### src/hdl/uislf_pkg.sv
// uislf_pkg: shared constants for the interrupt identity and line format block
// assumes an 8-bit register port with a 4-bit address and one system clock
package uislf_pkg;
  // ==========================================================================
  // register port and offsets
  localparam int        ADDR_W       = 4;
  localparam logic [3:0] ADDR_IDENT   = 4'h0;  // interrupt_identity, read only
  localparam logic [3:0] ADDR_LINEFMT = 4'h1;  // line_format_control
  localparam logic [3:0] ADDR_FEATURE = 4'h2;  // enhanced_feature_control, latch-select only
  localparam logic [3:0] ADDR_FIFOCTL = 4'h3;  // fifo enable mirror
  localparam logic [3:0] ADDR_EVSTAT  = 4'h4;  // sticky event status, read only
  localparam logic [3:0] ADDR_EVCLR   = 4'h5;  // event clear, write one to clear
  localparam logic [3:0] ADDR_EVEN    = 4'h6;  // event enable
  localparam logic [3:0] ADDR_DIVLO   = 4'h7;  // divisor low, latch-select only
  localparam logic [3:0] ADDR_DIVHI   = 4'h8;  // divisor high, latch-select only
  // ==========================================================================
  // reset values and field positions
  localparam logic [7:0] LINEFMT_RST  = 8'h00;
  localparam logic [7:0] FEATURE_RST  = 8'h00;
  localparam logic [7:0] DIV_RST      = 8'h00;
  localparam int        LF_LATCHSEL  = 7;
  localparam int        LF_BREAK     = 6;
  localparam int        LF_STOP      = 2;
  localparam int        FE_FLOWIRQ   = 4;
  localparam int        FC_ENABLE    = 0;
  // ==========================================================================
  // identity codes, bits 5:1 plus the pending flag in bit 0
  localparam logic [5:0] ID_LINE      = 6'h06;
  localparam logic [5:0] ID_RXDATA    = 6'h04;
  localparam logic [5:0] ID_RXTO      = 6'h0C;
  localparam logic [5:0] ID_TXEMPTY   = 6'h02;
  localparam logic [5:0] ID_MODEM     = 6'h00;
  localparam logic [5:0] ID_XOFF      = 6'h10;
  localparam logic [5:0] ID_FLOW      = 6'h20;
  localparam logic [5:0] ID_NONE      = 6'h01;
  // source indices, highest priority first
  localparam int        SRC_N        = 7;
  localparam int        SRC_LINE     = 0;
  localparam int        SRC_RXTO     = 1;
  localparam int        SRC_RXDATA   = 2;
  localparam int        SRC_TXEMPTY  = 3;
  localparam int        SRC_MODEM    = 4;
  localparam int        SRC_XOFF     = 5;
  localparam int        SRC_FLOW     = 6;
  // ==========================================================================
  // event status bits
  localparam int        EV_W         = 4;
  localparam int        EV_PARERR    = 0;
  localparam int        EV_TXDONE    = 1;
  localparam int        EV_XOFF      = 2;
  localparam int        EV_FLOW      = 3;
  // ==========================================================================
  // timing: the baud generator gives a half-bit tick
  localparam logic [2:0] HALVES_BIT   = 3'h2;  // one bit time
  localparam logic [2:0] HALVES_ONEHALF = 3'h3;  // one and a half bit times
  localparam logic [2:0] HALVES_TWO   = 3'h4;  // two bit times
endpackage : uislf_pkg

### src/hdl/uislf_prio.sv
// uislf_prio: picks the highest pending interrupt source as a one-hot vector
// assumes bit 0 of the pending vector is the most urgent source
`timescale 1ns/100ps
module uislf_prio (
  input  wire logic [uislf_pkg::SRC_N-1:0] pending,   // pending sources
  output logic      [uislf_pkg::SRC_N-1:0] winner     // one-hot highest source
);
  // ==========================================================================
  // lowest set bit isolated by two's complement, lowest index wins
  assign winner = pending & -pending;
endmodule : uislf_prio

### src/hdl/uislf_fmt.sv
// uislf_fmt: decodes the line format into data bits, parity and stop length
// assumes data bits above the selected word length are ignored
`timescale 1ns/100ps
module uislf_fmt (
  input  wire logic [7:0] data,        // character to frame or check
  input  wire logic [5:0] fmt,         // low six line format bits
  output logic            parEnable,   // a parity bit is in the frame
  output logic            parBit,      // parity bit value for this character
  output logic      [3:0] nData,       // data bits, 5 to 8
  output logic      [2:0] stopHalves   // stop length in half bits
);
  logic [7:0] mask;                    // keeps only the used data bits
  logic       ones;                    // xor of the used data bits

  // ==========================================================================
  // word length and stop length
  always_comb begin
    case (fmt[1:0])
      2'h0: begin mask = 8'h1F; nData = 4'h5; end
      2'h1: begin mask = 8'h3F; nData = 4'h6; end
      2'h2: begin mask = 8'h7F; nData = 4'h7; end
      default: begin mask = 8'hFF; nData = 4'h8; end
    endcase
    if (!fmt[uislf_pkg::LF_STOP])
      stopHalves = uislf_pkg::HALVES_BIT;
    else if (fmt[1:0] == 2'h0)
      stopHalves = uislf_pkg::HALVES_ONEHALF;
    else
      stopHalves = uislf_pkg::HALVES_TWO;
  end

  // ==========================================================================
  // parity select; the odd and forced-one cases follow common practice
  always_comb begin
    ones      = ^(data & mask);
    parEnable = fmt[3];
    case (fmt[5:3])
      3'b001:  parBit = ~ones;
      3'b011:  parBit = ones;
      3'b101:  parBit = 1'b1;
      3'b111:  parBit = 1'b0;
      default: parBit = 1'b0;  // no parity, value unused
    endcase
  end
endmodule : uislf_fmt

### src/hdl/uislf_core.sv
// uislf_core: interrupt identity reporting, line format control and a framer
// assumes the baud generator pulses halfTick once per half bit time, and
// that interrupt source levels come from the fifo, line and modem blocks.
//
// Chosen here: the register offsets and the address-and-strobe port.
`timescale 1ns/100ps
module uislf_core (
  input  wire logic                        clk_sys,       // 20 MHz core clock
  input  wire logic                        rst,           // async, active high
  input  wire logic [uislf_pkg::ADDR_W-1:0] regAddr,      // register address
  input  wire logic [7:0]                  regWrData,     // write data
  input  wire logic                        regWr,         // write strobe
  input  wire logic                        regRd,         // read strobe
  output logic      [7:0]                  regRdData,     // read data, next cycle
  input  wire logic                        srcLineErr,    // line condition error level
  input  wire logic                        srcRxData,     // receive data available
  input  wire logic                        srcRxTimeout,  // receive timeout level
  input  wire logic                        srcTxEmpty,    // transmit holding empty
  input  wire logic                        srcModem,      // modem line change level
  input  wire logic                        xoffSeen,      // xoff match pulse
  input  wire logic                        xonSeen,       // xon match pulse
  input  wire logic                        flowChange,    // cts/rts change pulse
  input  wire logic                        halfTick,      // half bit time pulse
  input  wire logic [7:0]                  txData,        // character to send
  input  wire logic                        txValid,       // txData is offered
  output logic                             txReady,       // framer is idle
  output logic                             txOut,         // serial output
  input  wire logic [7:0]                  rxWord,        // received character
  input  wire logic                        rxParity,      // received parity bit
  input  wire logic                        rxStrobe,      // rxWord is complete
  output logic                             rxParityErr,   // last check failed
  output logic                             divLatchSel,   // divisor latch access
  output logic      [15:0]                 divisor,       // divisor latch value
  output logic                             fifoEnable,    // fifo mode selected
  output logic                             irqOut         // level interrupt
);
  import uislf_pkg::*;

  // ==========================================================================
  // register storage
  logic [7:0]       lineFmt_reg;    // line_format_control
  logic [7:0]       feature_reg;    // enhanced_feature_control
  logic             fifoEn_reg;     // fifo enable mirror
  logic [15:0]      div_reg;        // divisor latch
  logic [EV_W-1:0]  evStat_reg;     // sticky events
  logic [EV_W-1:0]  evEn_reg;       // event enables
  logic [7:0]       rdData_reg;     // registered read answer
  logic             xoffFlag_reg;   // xoff pending until xon
  logic             flowFlag_reg;   // flow change pending until read
  logic [SRC_N-1:0] held_reg;       // source now being reported
  logic             parErr_reg;     // last receive parity result

  logic             latchSel;       // divisor and feature window open
  logic [SRC_N-1:0] pending;        // all pending sources
  logic [SRC_N-1:0] winner;         // highest pending source
  logic [SRC_N-1:0] held_next;      // reported source next cycle
  logic [5:0]       idCode;         // identity bits 5:0
  logic [7:0]       identity;       // full identity byte
  logic             identRd;        // identity register read
  logic [EV_W-1:0]  evSet;          // event pulses this cycle
  logic [EV_W-1:0]  evClr;          // software clear this cycle

  assign latchSel = lineFmt_reg[LF_LATCHSEL];
  assign identRd  = regRd && (regAddr == ADDR_IDENT);

  // ==========================================================================
  // software writes
  always_ff @(posedge clk_sys or posedge rst) begin
    if (rst) begin
      lineFmt_reg <= LINEFMT_RST;
      feature_reg <= FEATURE_RST;
      fifoEn_reg  <= 1'b0;
      div_reg     <= {DIV_RST, DIV_RST};
      evEn_reg    <= '0;
    end else if (regWr) begin
      case (regAddr)
        ADDR_LINEFMT: lineFmt_reg <= regWrData;
        ADDR_FIFOCTL: fifoEn_reg  <= regWrData[FC_ENABLE];
        ADDR_EVEN:    evEn_reg    <= regWrData[EV_W-1:0];
        // these three only answer with the latch window open
        ADDR_FEATURE: if (latchSel) feature_reg <= regWrData;
        ADDR_DIVLO:   if (latchSel) div_reg[7:0] <= regWrData;
        ADDR_DIVHI:   if (latchSel) div_reg[15:8] <= regWrData;
        default: ;  // unmapped or read-only: ignored
      endcase
    end
  end

  // ==========================================================================
  // flow flags for the two lowest sources
  // xoff is cleared only by xon, never by a read; a same-cycle xoff wins
  always_ff @(posedge clk_sys or posedge rst) begin
    if (rst) begin
      xoffFlag_reg <= 1'b0;
    end else if (xoffSeen) begin
      xoffFlag_reg <= 1'b1;
    end else if (xonSeen) begin
      xoffFlag_reg <= 1'b0;
    end
  end

  // flow change is serviced by reading the identity while it is reported
  always_ff @(posedge clk_sys or posedge rst) begin
    if (rst) begin
      flowFlag_reg <= 1'b0;
    end else if (flowChange) begin
      flowFlag_reg <= 1'b1;
    end else if (identRd && held_reg[SRC_FLOW]) begin
      flowFlag_reg <= 1'b0;
    end
  end

  // ==========================================================================
  // priority selection and hold
  always_comb begin
    pending           = '0;
    pending[SRC_LINE]    = srcLineErr;
    pending[SRC_RXTO]    = srcRxTimeout;
    pending[SRC_RXDATA]  = srcRxData;
    pending[SRC_TXEMPTY] = srcTxEmpty;
    pending[SRC_MODEM]   = srcModem;
    // lowest two levels report only with the feature bit set
    pending[SRC_XOFF]    = xoffFlag_reg & feature_reg[FE_FLOWIRQ];
    pending[SRC_FLOW]    = flowFlag_reg & feature_reg[FE_FLOWIRQ];
  end

  uislf_prio u_prio (
    .pending (pending),
    .winner  (winner)
  );

  // a held source stays while it pends, even under a higher one
  always_comb begin
    if ((held_reg & pending) != '0)
      held_next = held_reg;
    else
      held_next = winner;
  end

  always_ff @(posedge clk_sys or posedge rst) begin
    if (rst) begin
      held_reg <= '0;
    end else begin
      held_reg <= held_next;
    end
  end

  // ==========================================================================
  // identity byte from the held source
  always_comb begin
    case (held_reg)
      7'b0000001: idCode = ID_LINE;
      7'b0000010: idCode = ID_RXTO;
      7'b0000100: idCode = ID_RXDATA;
      7'b0001000: idCode = ID_TXEMPTY;
      7'b0010000: idCode = ID_MODEM;
      7'b0100000: idCode = ID_XOFF;
      7'b1000000: idCode = ID_FLOW;
      default:    idCode = ID_NONE;  // nothing pending: bit 0 high
    endcase
    identity = {fifoEn_reg, fifoEn_reg, idCode};
  end

  // ==========================================================================
  // read answer, one cycle after the strobe
  always_ff @(posedge clk_sys or posedge rst) begin
    if (rst) begin
      rdData_reg <= 8'h00;
    end else if (regRd) begin
      case (regAddr)
        ADDR_IDENT:   rdData_reg <= identity;
        ADDR_LINEFMT: rdData_reg <= lineFmt_reg;
        ADDR_FIFOCTL: rdData_reg <= {7'h00, fifoEn_reg};
        ADDR_EVSTAT:  rdData_reg <= {4'h0, evStat_reg};
        ADDR_EVEN:    rdData_reg <= {4'h0, evEn_reg};
        ADDR_FEATURE: rdData_reg <= latchSel ? feature_reg : 8'h00;
        ADDR_DIVLO:   rdData_reg <= latchSel ? div_reg[7:0] : 8'h00;
        ADDR_DIVHI:   rdData_reg <= latchSel ? div_reg[15:8] : 8'h00;
        default:      rdData_reg <= 8'h00;  // unmapped reads zero
      endcase
    end else begin
      rdData_reg <= 8'h00;
    end
  end

  // ==========================================================================
  // transmit framer
  typedef enum logic [4:0] {
    TX_IDLE  = 5'b00001,
    TX_START = 5'b00010,
    TX_DATA  = 5'b00100,
    TX_PAR   = 5'b01000,
    TX_STOP  = 5'b10000
  } uislf_tx_t;

  uislf_tx_t  txState_reg;   // framer state
  logic [7:0] txShift_reg;   // data bits, lsb first
  logic [3:0] txLeft_reg;    // data bits still to send
  logic [2:0] txHalf_reg;    // half bits spent in this slot
  logic       txParEn_reg;   // frame has a parity bit
  logic       txPar_reg;     // parity bit value
  logic [2:0] txStop_reg;    // stop length in halves
  logic       txLine_reg;    // framed line level
  logic       txDone;        // frame finished pulse
  logic       txParEn;       // format decode for the offered char
  logic       txPar;
  logic [3:0] txN;
  logic [2:0] txStop;

  uislf_fmt u_txfmt (
    .data       (txData),
    .fmt        (lineFmt_reg[5:0]),
    .parEnable  (txParEn),
    .parBit     (txPar),
    .nData      (txN),
    .stopHalves (txStop)
  );

  assign txReady = (txState_reg == TX_IDLE);
  assign txDone  = (txState_reg == TX_STOP) && halfTick && (txHalf_reg + 3'h1 == txStop_reg);

  // format is captured with the character so a mid-frame write is harmless
  always_ff @(posedge clk_sys or posedge rst) begin
    if (rst) begin
      txState_reg <= TX_IDLE;
      txShift_reg <= 8'h00;
      txLeft_reg  <= 4'h0;
      txHalf_reg  <= 3'h0;
      txParEn_reg <= 1'b0;
      txPar_reg   <= 1'b0;
      txStop_reg  <= HALVES_BIT;
      txLine_reg  <= 1'b1;
    end else begin
      case (txState_reg)
        TX_IDLE: begin
          txLine_reg <= 1'b1;
          if (txValid) begin
            txShift_reg <= txData;
            txLeft_reg  <= txN;
            txParEn_reg <= txParEn;
            txPar_reg   <= txPar;
            txStop_reg  <= txStop;
            txHalf_reg  <= 3'h0;
            txLine_reg  <= 1'b0;
            txState_reg <= TX_START;
          end
        end
        TX_START, TX_DATA, TX_PAR: begin
          if (halfTick) begin
            if (txHalf_reg == 3'h0) begin
              txHalf_reg <= 3'h1;
            end else begin
              txHalf_reg <= 3'h0;
              if (txLeft_reg != 4'h0) begin
                txLine_reg  <= txShift_reg[0];
                txShift_reg <= {1'b0, txShift_reg[7:1]};
                txLeft_reg  <= txLeft_reg - 4'h1;
                txState_reg <= TX_DATA;
              end else if (txParEn_reg && txState_reg != TX_PAR) begin
                txLine_reg  <= txPar_reg;
                txState_reg <= TX_PAR;
              end else begin
                txLine_reg  <= 1'b1;
                txState_reg <= TX_STOP;
              end
            end
          end
        end
        TX_STOP: begin
          if (txDone) begin
            txState_reg <= TX_IDLE;
          end else if (halfTick) begin
            txHalf_reg <= txHalf_reg + 3'h1;
          end
        end
        default: txState_reg <= TX_IDLE;
      endcase
    end
  end

  // break overrides the framer for as long as the bit stays set
  always_ff @(posedge clk_sys or posedge rst) begin
    if (rst) begin
      txOut <= 1'b1;
    end else begin
      txOut <= lineFmt_reg[LF_BREAK] ? 1'b0 : txLine_reg;
    end
  end

  // ==========================================================================
  // receive parity check with the same format decode
  logic       rxParEn;
  logic       rxPar;
  logic       rxBad;

  uislf_fmt u_rxfmt (
    .data       (rxWord),
    .fmt        (lineFmt_reg[5:0]),
    .parEnable  (rxParEn),
    .parBit     (rxPar),
    .nData      (),
    .stopHalves ()
  );

  assign rxBad = rxStrobe && rxParEn && (rxParity != rxPar);

  always_ff @(posedge clk_sys or posedge rst) begin
    if (rst) begin
      parErr_reg <= 1'b0;
    end else if (rxStrobe) begin
      parErr_reg <= rxBad;
    end
  end

  // ==========================================================================
  // sticky events; a set in the clear cycle survives
  always_comb begin
    evSet            = '0;
    evSet[EV_PARERR] = rxBad;
    evSet[EV_TXDONE] = txDone;
    evSet[EV_XOFF]   = xoffSeen;
    evSet[EV_FLOW]   = flowChange;
    evClr = (regWr && regAddr == ADDR_EVCLR) ? regWrData[EV_W-1:0] : '0;
  end

  always_ff @(posedge clk_sys or posedge rst) begin
    if (rst) begin
      evStat_reg <= '0;
    end else begin
      evStat_reg <= (evStat_reg & ~evClr) | evSet;
    end
  end

  // ==========================================================================
  // outputs
  assign regRdData   = rdData_reg;
  assign rxParityErr = parErr_reg;
  assign divLatchSel = latchSel;
  assign divisor     = div_reg;
  assign fifoEnable  = fifoEn_reg;
  assign irqOut      = |(evStat_reg & evEn_reg);
endmodule : uislf_core

### config.mk
export PLATFORM = sky130hd
export DESIGN_NAME = uislf_core
export DESIGN_NICKNAME = d
export VERILOG_FILES = /design/src/hdl/uislf_pkg.sv /design/src/hdl/uislf_prio.sv /design/src/hdl/uislf_fmt.sv /design/src/hdl/uislf_core.sv
export SDC_FILE = /design/constraint.sdc
export NUM_CORES = 1
export LEC_CHECK = 0
export BUFFER_PORTS_ARGS = -buffer_cell sky130_fd_sc_hd__buf_2
export CAP_MARGIN = 10
export CORE_MARGIN = 3
export CORE_UTILIZATION = 50
export DETAILED_ROUTE_END_ITERATION = 6
export PLACE_DENSITY = 0.71
export SKIP_LAST_GASP = 1
export SLEW_MARGIN = 20
export SYNTH_ARGS = -nofsm -noshare
export SYNTH_HDL_FRONTEND = slang
export SYNTH_SLANG_ARGS = --single-unit
export TNS_END_PERCENT = 100
### constraint.sdc
create_clock -name clk_sys -period 2.8 [get_ports clk_sys]
set_input_delay 0.56 -clock clk_sys [delete_from_list [all_inputs] [get_ports clk_sys]]
set_output_delay 0.56 -clock clk_sys [all_outputs]
set_load 0.05 [all_outputs]
# After elaboration in Yosys (flattened, before gate mapping)
# Index checks and enable logic that the tools add are counted.
classes:
  div: 0
  n_addsub: 3
  bitwise_logic: 12
  n_reduce_logical: 32
  n_eq_ne: 35
  n_mul: 0
  shifts: 0
  n_mux: 47
  order_cmp: 0
op_table:
  columns: ["cell", "n"]
  rows:
  - ["2-to-1 mux 8 bit", 8]
  - ["case mux 8 bit (8 select lines)", 1]
  - ["case mux 6 bit (7 select lines)", 1]
  - ["2-to-1 mux 5 bit", 6]
  - ["case mux 8 bit (3 select lines)", 1]
  - ["2-to-1 mux 4 bit", 5]
  - ["2-to-1 mux 3 bit", 6]
  - ["bitwise AND 8 bit", 2]
  - ["== test 4 x 3 -> 1 bit (second input constant)", 4]
  - ["case mux 8 bit (2 select lines)", 1]
  - ["parity 8 bit", 2]
  - ["case mux 5 bit (3 select lines)", 1]
  - ["bitwise AND 7 bit", 2]
  - ["inequality test 2 bit (second input constant)", 7]
  - ["case mux 4 bit (3 select lines)", 1]
  - ["AND reduction 3 bit", 4]
  - ["2-to-1 mux 1 bit", 11]
  - ["AND reduction 5 bit", 2]
  - ["case mux 3 bit (3 select lines)", 1]
  - ["bitwise AND 4 bit", 2]
  - ["== test 4 x 2 -> 1 bit (second input constant)", 2]
  - ["logical AND 1 bit", 8]
  - ["case mux 4 bit (2 select lines)", 1]
  - ["AND reduction 2 bit", 4]
  - ["41 further kinds", 46]
totals:
  inputBits: 44
  latchBits: 0
  mem_count: 0
  mem_bits_ro: 0
  wordCells: 150
  output_inout_bits: 30
  reg_bits: 86
  ram_bits: 0

# Longest topological paths before layout
depth:
  ltp_word: 9
  depth_mapped: 9
  depth_no_buf: 8

# By module
# From an unflattened synthesis, not the netlist that was laid out.
unflattened:
  cells_unflattened: 475
  hier_area_um2: 4827.1
by_module_without_submodules:
  columns: ["module", "cells_per_inst", "seq_area_each_um2", "n_inst", "area_per_inst_um2"]
  rows:
  - ["uislf_core", 414, 2157.1, 1, 4372.9]
  - ["uislf_fmt", 26, 0.0, 2, 190.2]
  - ["uislf_prio", 9, 0.0, 1, 73.8]

# Least setup slack after synthesis
# Ideal clock, no wire load.
synth_timing:
  path_type: "input-to-reg"
  startpoint: "input port regAddr[0] (netlist name)"
  endpoint: "register div_reg[10] (netlist: divisor[10])"
  path_buffers: 2
  stages: 6
  t_required_ns: 2.675
  path_slack_ns: 0.838
  setup_ns: 0.125
  arrival_ns: 1.837
  path_cell_list: "clkbuf_2 -> nor2_1 -> and2_1 -> and3_1 -> buf_2 -> mux2_2"
synth_via:
  elab_chain_cells: 2
synth_lines:
  columns: ["element", "line", "rtl"]
  rows:
  - ["from (decl)", "uislf_core.sv:10", "input wire logic [uislf_pkg::ADDR_W-1:0] regAddr,"]
  - ["== test 4 bit", "uislf_core.sv:76", "case (regAddr)"]
  - ["AND reduction 3 bit (no source line)", null, null]
  - ["to (signal assigned)", "uislf_core.sv:73", "div_reg <= {DIV_RST, DIV_RST};"]
  - ["to (signal assigned)", "uislf_core.sv:83", "ADDR_DIVHI: if (latchSel) div_reg[15:8] <= regWrData;"]
  - ["to (decl)", "uislf_core.sv:44", "logic [15:0] div_reg;"]
# No other way between the ends.
# A chain may end at the register's enable or synchronous reset.

# Worst setup path after layout
layout_timing:
  startpoint: "register txState_reg[3]"
  endpoint: "output port txReady"
layout_via:
  elab_chain_cells: 1
layout_lines:
  columns: ["element", "line", "rtl"]
  rows:
  - ["from (decl)", "uislf_core.sv:196", "uislf_tx_t txState_reg;"]
  - ["from (signal assigned)", "uislf_core.sv:225", "txState_reg <= TX_IDLE;"]
  - ["from (signal assigned)", "uislf_core.sv:245", "txState_reg <= TX_START;"]
  - ["from (signal assigned)", "uislf_core.sv:258", "txState_reg <= TX_DATA;"]
  - ["== test 5 x 1 -> 1 bit", "uislf_core.sv:219", "assign txReady = (txState_reg == TX_IDLE);"]
  - ["to (decl)", "uislf_core.sv:26", "output logic txReady,"]
# No other way between the ends.

==> key figures <==
Place
  • Port Buffers: 73
  • Placement Setup Slack: 524.2 ps
  • Cells after DPL: 648
  • DP HPWL: 7945 µm
  • Final GP Congestion: 0.8469

Setup path
  • Critical path class: reg -> out
  • Reg-to-reg endpoint: txLeft_reg[0]$_DFFE_PP0P_
  • Cells along the critical path: nor3_1 > and3_1 > buf_2
  • FF-to-FF Start: txState_reg[3]$_DFFE_PP0P_
  • Crit-path slowest cell: dfrtp_1
  • Crit path DAT: 1760 ps
  • Max stage delay on crit path: 530 ps
  • Setup crit start kind: register
  • Required time of the worst setup path: 2240 ps
  • CP max FO: 8
  • CP Capture Type: output pin
  • R2R depth: 6
  • CP delay by family, top: simple AND/OR/NAND/NOR gates
  • Worst Path Buf+Inv: 1
  • CP Launch Point: txState_reg[3]$_DFFE_PP0P_
  • R2r setup slk: 530 ps

Global routing
  • GRT Residual Overflow: 0
  • Pin count of the biggest net entering global routing: 55
  • Antenna violations before repair: 0
  • Vias in the first global route: 3,619
  • Total Routing Usage GR: 0.2133
  • First-pass GRT wire length: 17,770 µm

Timing
  • Unrepaired setup endpoints after global routing: false
  • Setup-failing EPs final: 0
  • Hold_ws: 228.9 ps
  • Max frequency: 430.5 MHz
  • Worst Skew: 10.17 ps
  • Slew @ Worst Pin: 564.0 ps
  • Tmin final: 2323 ps
  • Slew HR: 0.6235
  • Final setup TNS: 0 ps
  • Max Transition Viols Final: 0
  • Final Hold Vio Count: 0
  • Tcrit/Tclk final: 0.8297
  • Final worst setup slack: 477.0 ps

Power and ir drop
  • Peak VDD IR: 0.0004191 V
  • Leakage Power: 2.500 nW
  • PD cells: 799.0 nW/µm²

Cells and area
  • Synth-to-Final Area Change: 13.37%
  • Number of diodes: 0
  • Share of cells above drive strength 1: 0.2862
  • Max reg flops: 16
  • Final core utilization: 0.5994
  • Layout Cells excl Fill: 664
  • Nets: 583

Synth
  • Ys flop type: dfrtp_1
  • Top cells by count, synth: dfrtp_1 (82), nand2_1 (62), mux2_2 (41), nor2_1 (31), o21ai_0 (23)
  • Synth Area per Inst: 10.08 µm²
  • Count leader, synth: dfrtp_1
  • Syn Inst Count: 471
  • Post-Synth Simple-Gate Area: 0.1756
  • Largest family of logic cells by synthesized area: simple AND/OR/NAND/NOR gates
  • Synth top area cells: dfrtp_1 (43%), mux2_2 (9.7%), nand2_1 (4.9%)
  • Yosys reg bits: 86
  • Synth warn: 0
  • Post-synthesis cell area: 4746 µm²
  • Syn Nets: 521
  • Post-synthesis mux area share: 0.1152
  • Async S/R FF share, synth: 1.000
  • Yosys cell types: 65
  • Synth area leader: dfrtp_1
  • Share of the synthesized area in the top cell type: 0.4324
  • Register area share after synthesis: 0.4545
  • Number of synthesized flops with an enable pin: 0
  • Synth Area in Adders: 0.01582
  • Compound-Gate Fraction of Synth Area: 0.1424
  • Post-Synth XOR/XNOR Area: 0.05484

Clock network
  • CTS Buf Count: 9
  • H-tree levels: 3
  • Post-cts sizing count: 0
  • CTS clock-pin slew for the worst setup and hold paths: 80 ps
  • Clock Path Buffers: 2
  • TritonCTS clock tree: done
  • Clock Sinks: 86
  • Post-CTS Setup Bufs: 0
  • Clk_lat worst skew: 360 ps
  • Hold Buf Count CTS: 0
  • CTS Root Cell: clkbuf_8

Floorplan
  • Die Height: 103.4 µm
  • Die Span X: 103.4 µm
  • Core Area: 8976 µm²
  • Die area: 10,700 µm²
  • Initial core utilization: 0.5287
  • # IOs: 74
  • Row count: 34

Min path
  • Hold Crit Class: in -> async

Drt
  • Via count of the routed design: 3,749
  • Via-to-Cell Ratio: 5.646
  • WL/cell: 16.14 µm
  • Number of detailed-route iterations in the first pass: 5
  • Final wirelength: 10,720 µm
  • Initial drt markers: 289
  • DRC viols: 0
  • Final antenna-violating net count: 0

Run
  • Total of max-cap violations: 0

Run status
  • Outcome: finished, final reports clean
-- placed cells by master (no fill, tap or decap), types with 4 or more instances in the layout --
cell and instances:
nor2_1 31, clkbuf_8 11, ha_1 6, xor2_1 10, o21ai_0 23, nor2b_1 10
a22oi_1 10, a21o_1 6, nand2_1 62, a31oi_1 10, inv_1 15, buf_2 73
nand3_1 8, dfstp_2 4, xnor2_1 14, dfrtp_1 82, nand4_1 4, nand2b_1 15
a21oi_1 14, a222oi_1 4, mux2_2 41, a22o_1 6, nor3_1 7, mux2i_1 7
and3_1 5
-- where the power goes --
part           switching, mW  internal (mW)
combinational          0.940          0.609
sequential             0.297           1.55
clock                  0.439          0.461
total                   1.68           2.62
-- layer usage --
layer,up-vias,GRT usage,part of all wire
met5,-,0,0
met4,0,0.07072,0.015
met3,11,0.03152,0.055
met2,117,0.3324,0.48
met1,1840,0.3065,0.45
li1,1781,-,-
-- per-stage QoR --
| step | instance area (µm²) | power [mW] |
|---|---|---|
| 6_report | 5380 | 4.299 |
| 5_1_grt | 5380 | 4.566 |
| 4_1_cts | 5380 | 4.319 |
| 3_5_place_dp | 5179 | 3.413 |
| 3_3_place_gp | 5179 | 3.365 |
| 2_1_floorplan | 4746 | 3.049 |
-- worst max-delay path by stage --
stage | to | slack [ps] | cells past startpoint
after CTS | txReady | 460 | 3
after detailed placement | divisor[14]$_DFFE_PP0P_ | 520 | 5
final | txReady | 480 | 3
after floorplan | divisor[0]$_DFFE_PP0P_ | 20 | 1
after global placement | divisor[10]$_DFFE_PP0P_ | 560 | 5
after global routing | txReady | 340 | 3
-- worst register-to-register path: cells and delay by family (launching register included) --
kind / cells / cell delay, ps
AO/OA/AOI/OAI: 2 / 300
XOR/XNOR: 1 / 210
flip-flops: 1 / 590
multiplexers: 1 / 260
AND/OR/NAND/NOR: 2 / 780
-- cells by family after synthesis --
| kind of cell | after synthesis |
|---|---|
| simple gates | 164 |
| compound gates | 97 |
| flops | 86 |
| mux | 49 |
| buf+inv | 43 |
| xor+xnor | 26 |
| fa+ha+maj | 6 |
-- final cells by class --
cell class	count	area, µm²
Fill cell	792	3596
Multi-Input combinational cell	342	2391
Sequential cell	86	2157
Timing Repair Buffer	77	407.9
Clock buffer	13	158.9
Tap cell	126	157.7
Inverter	17	65.06
Clock inverter	3	42.54
Note: power is estimated with default switching activity, not from simulation.
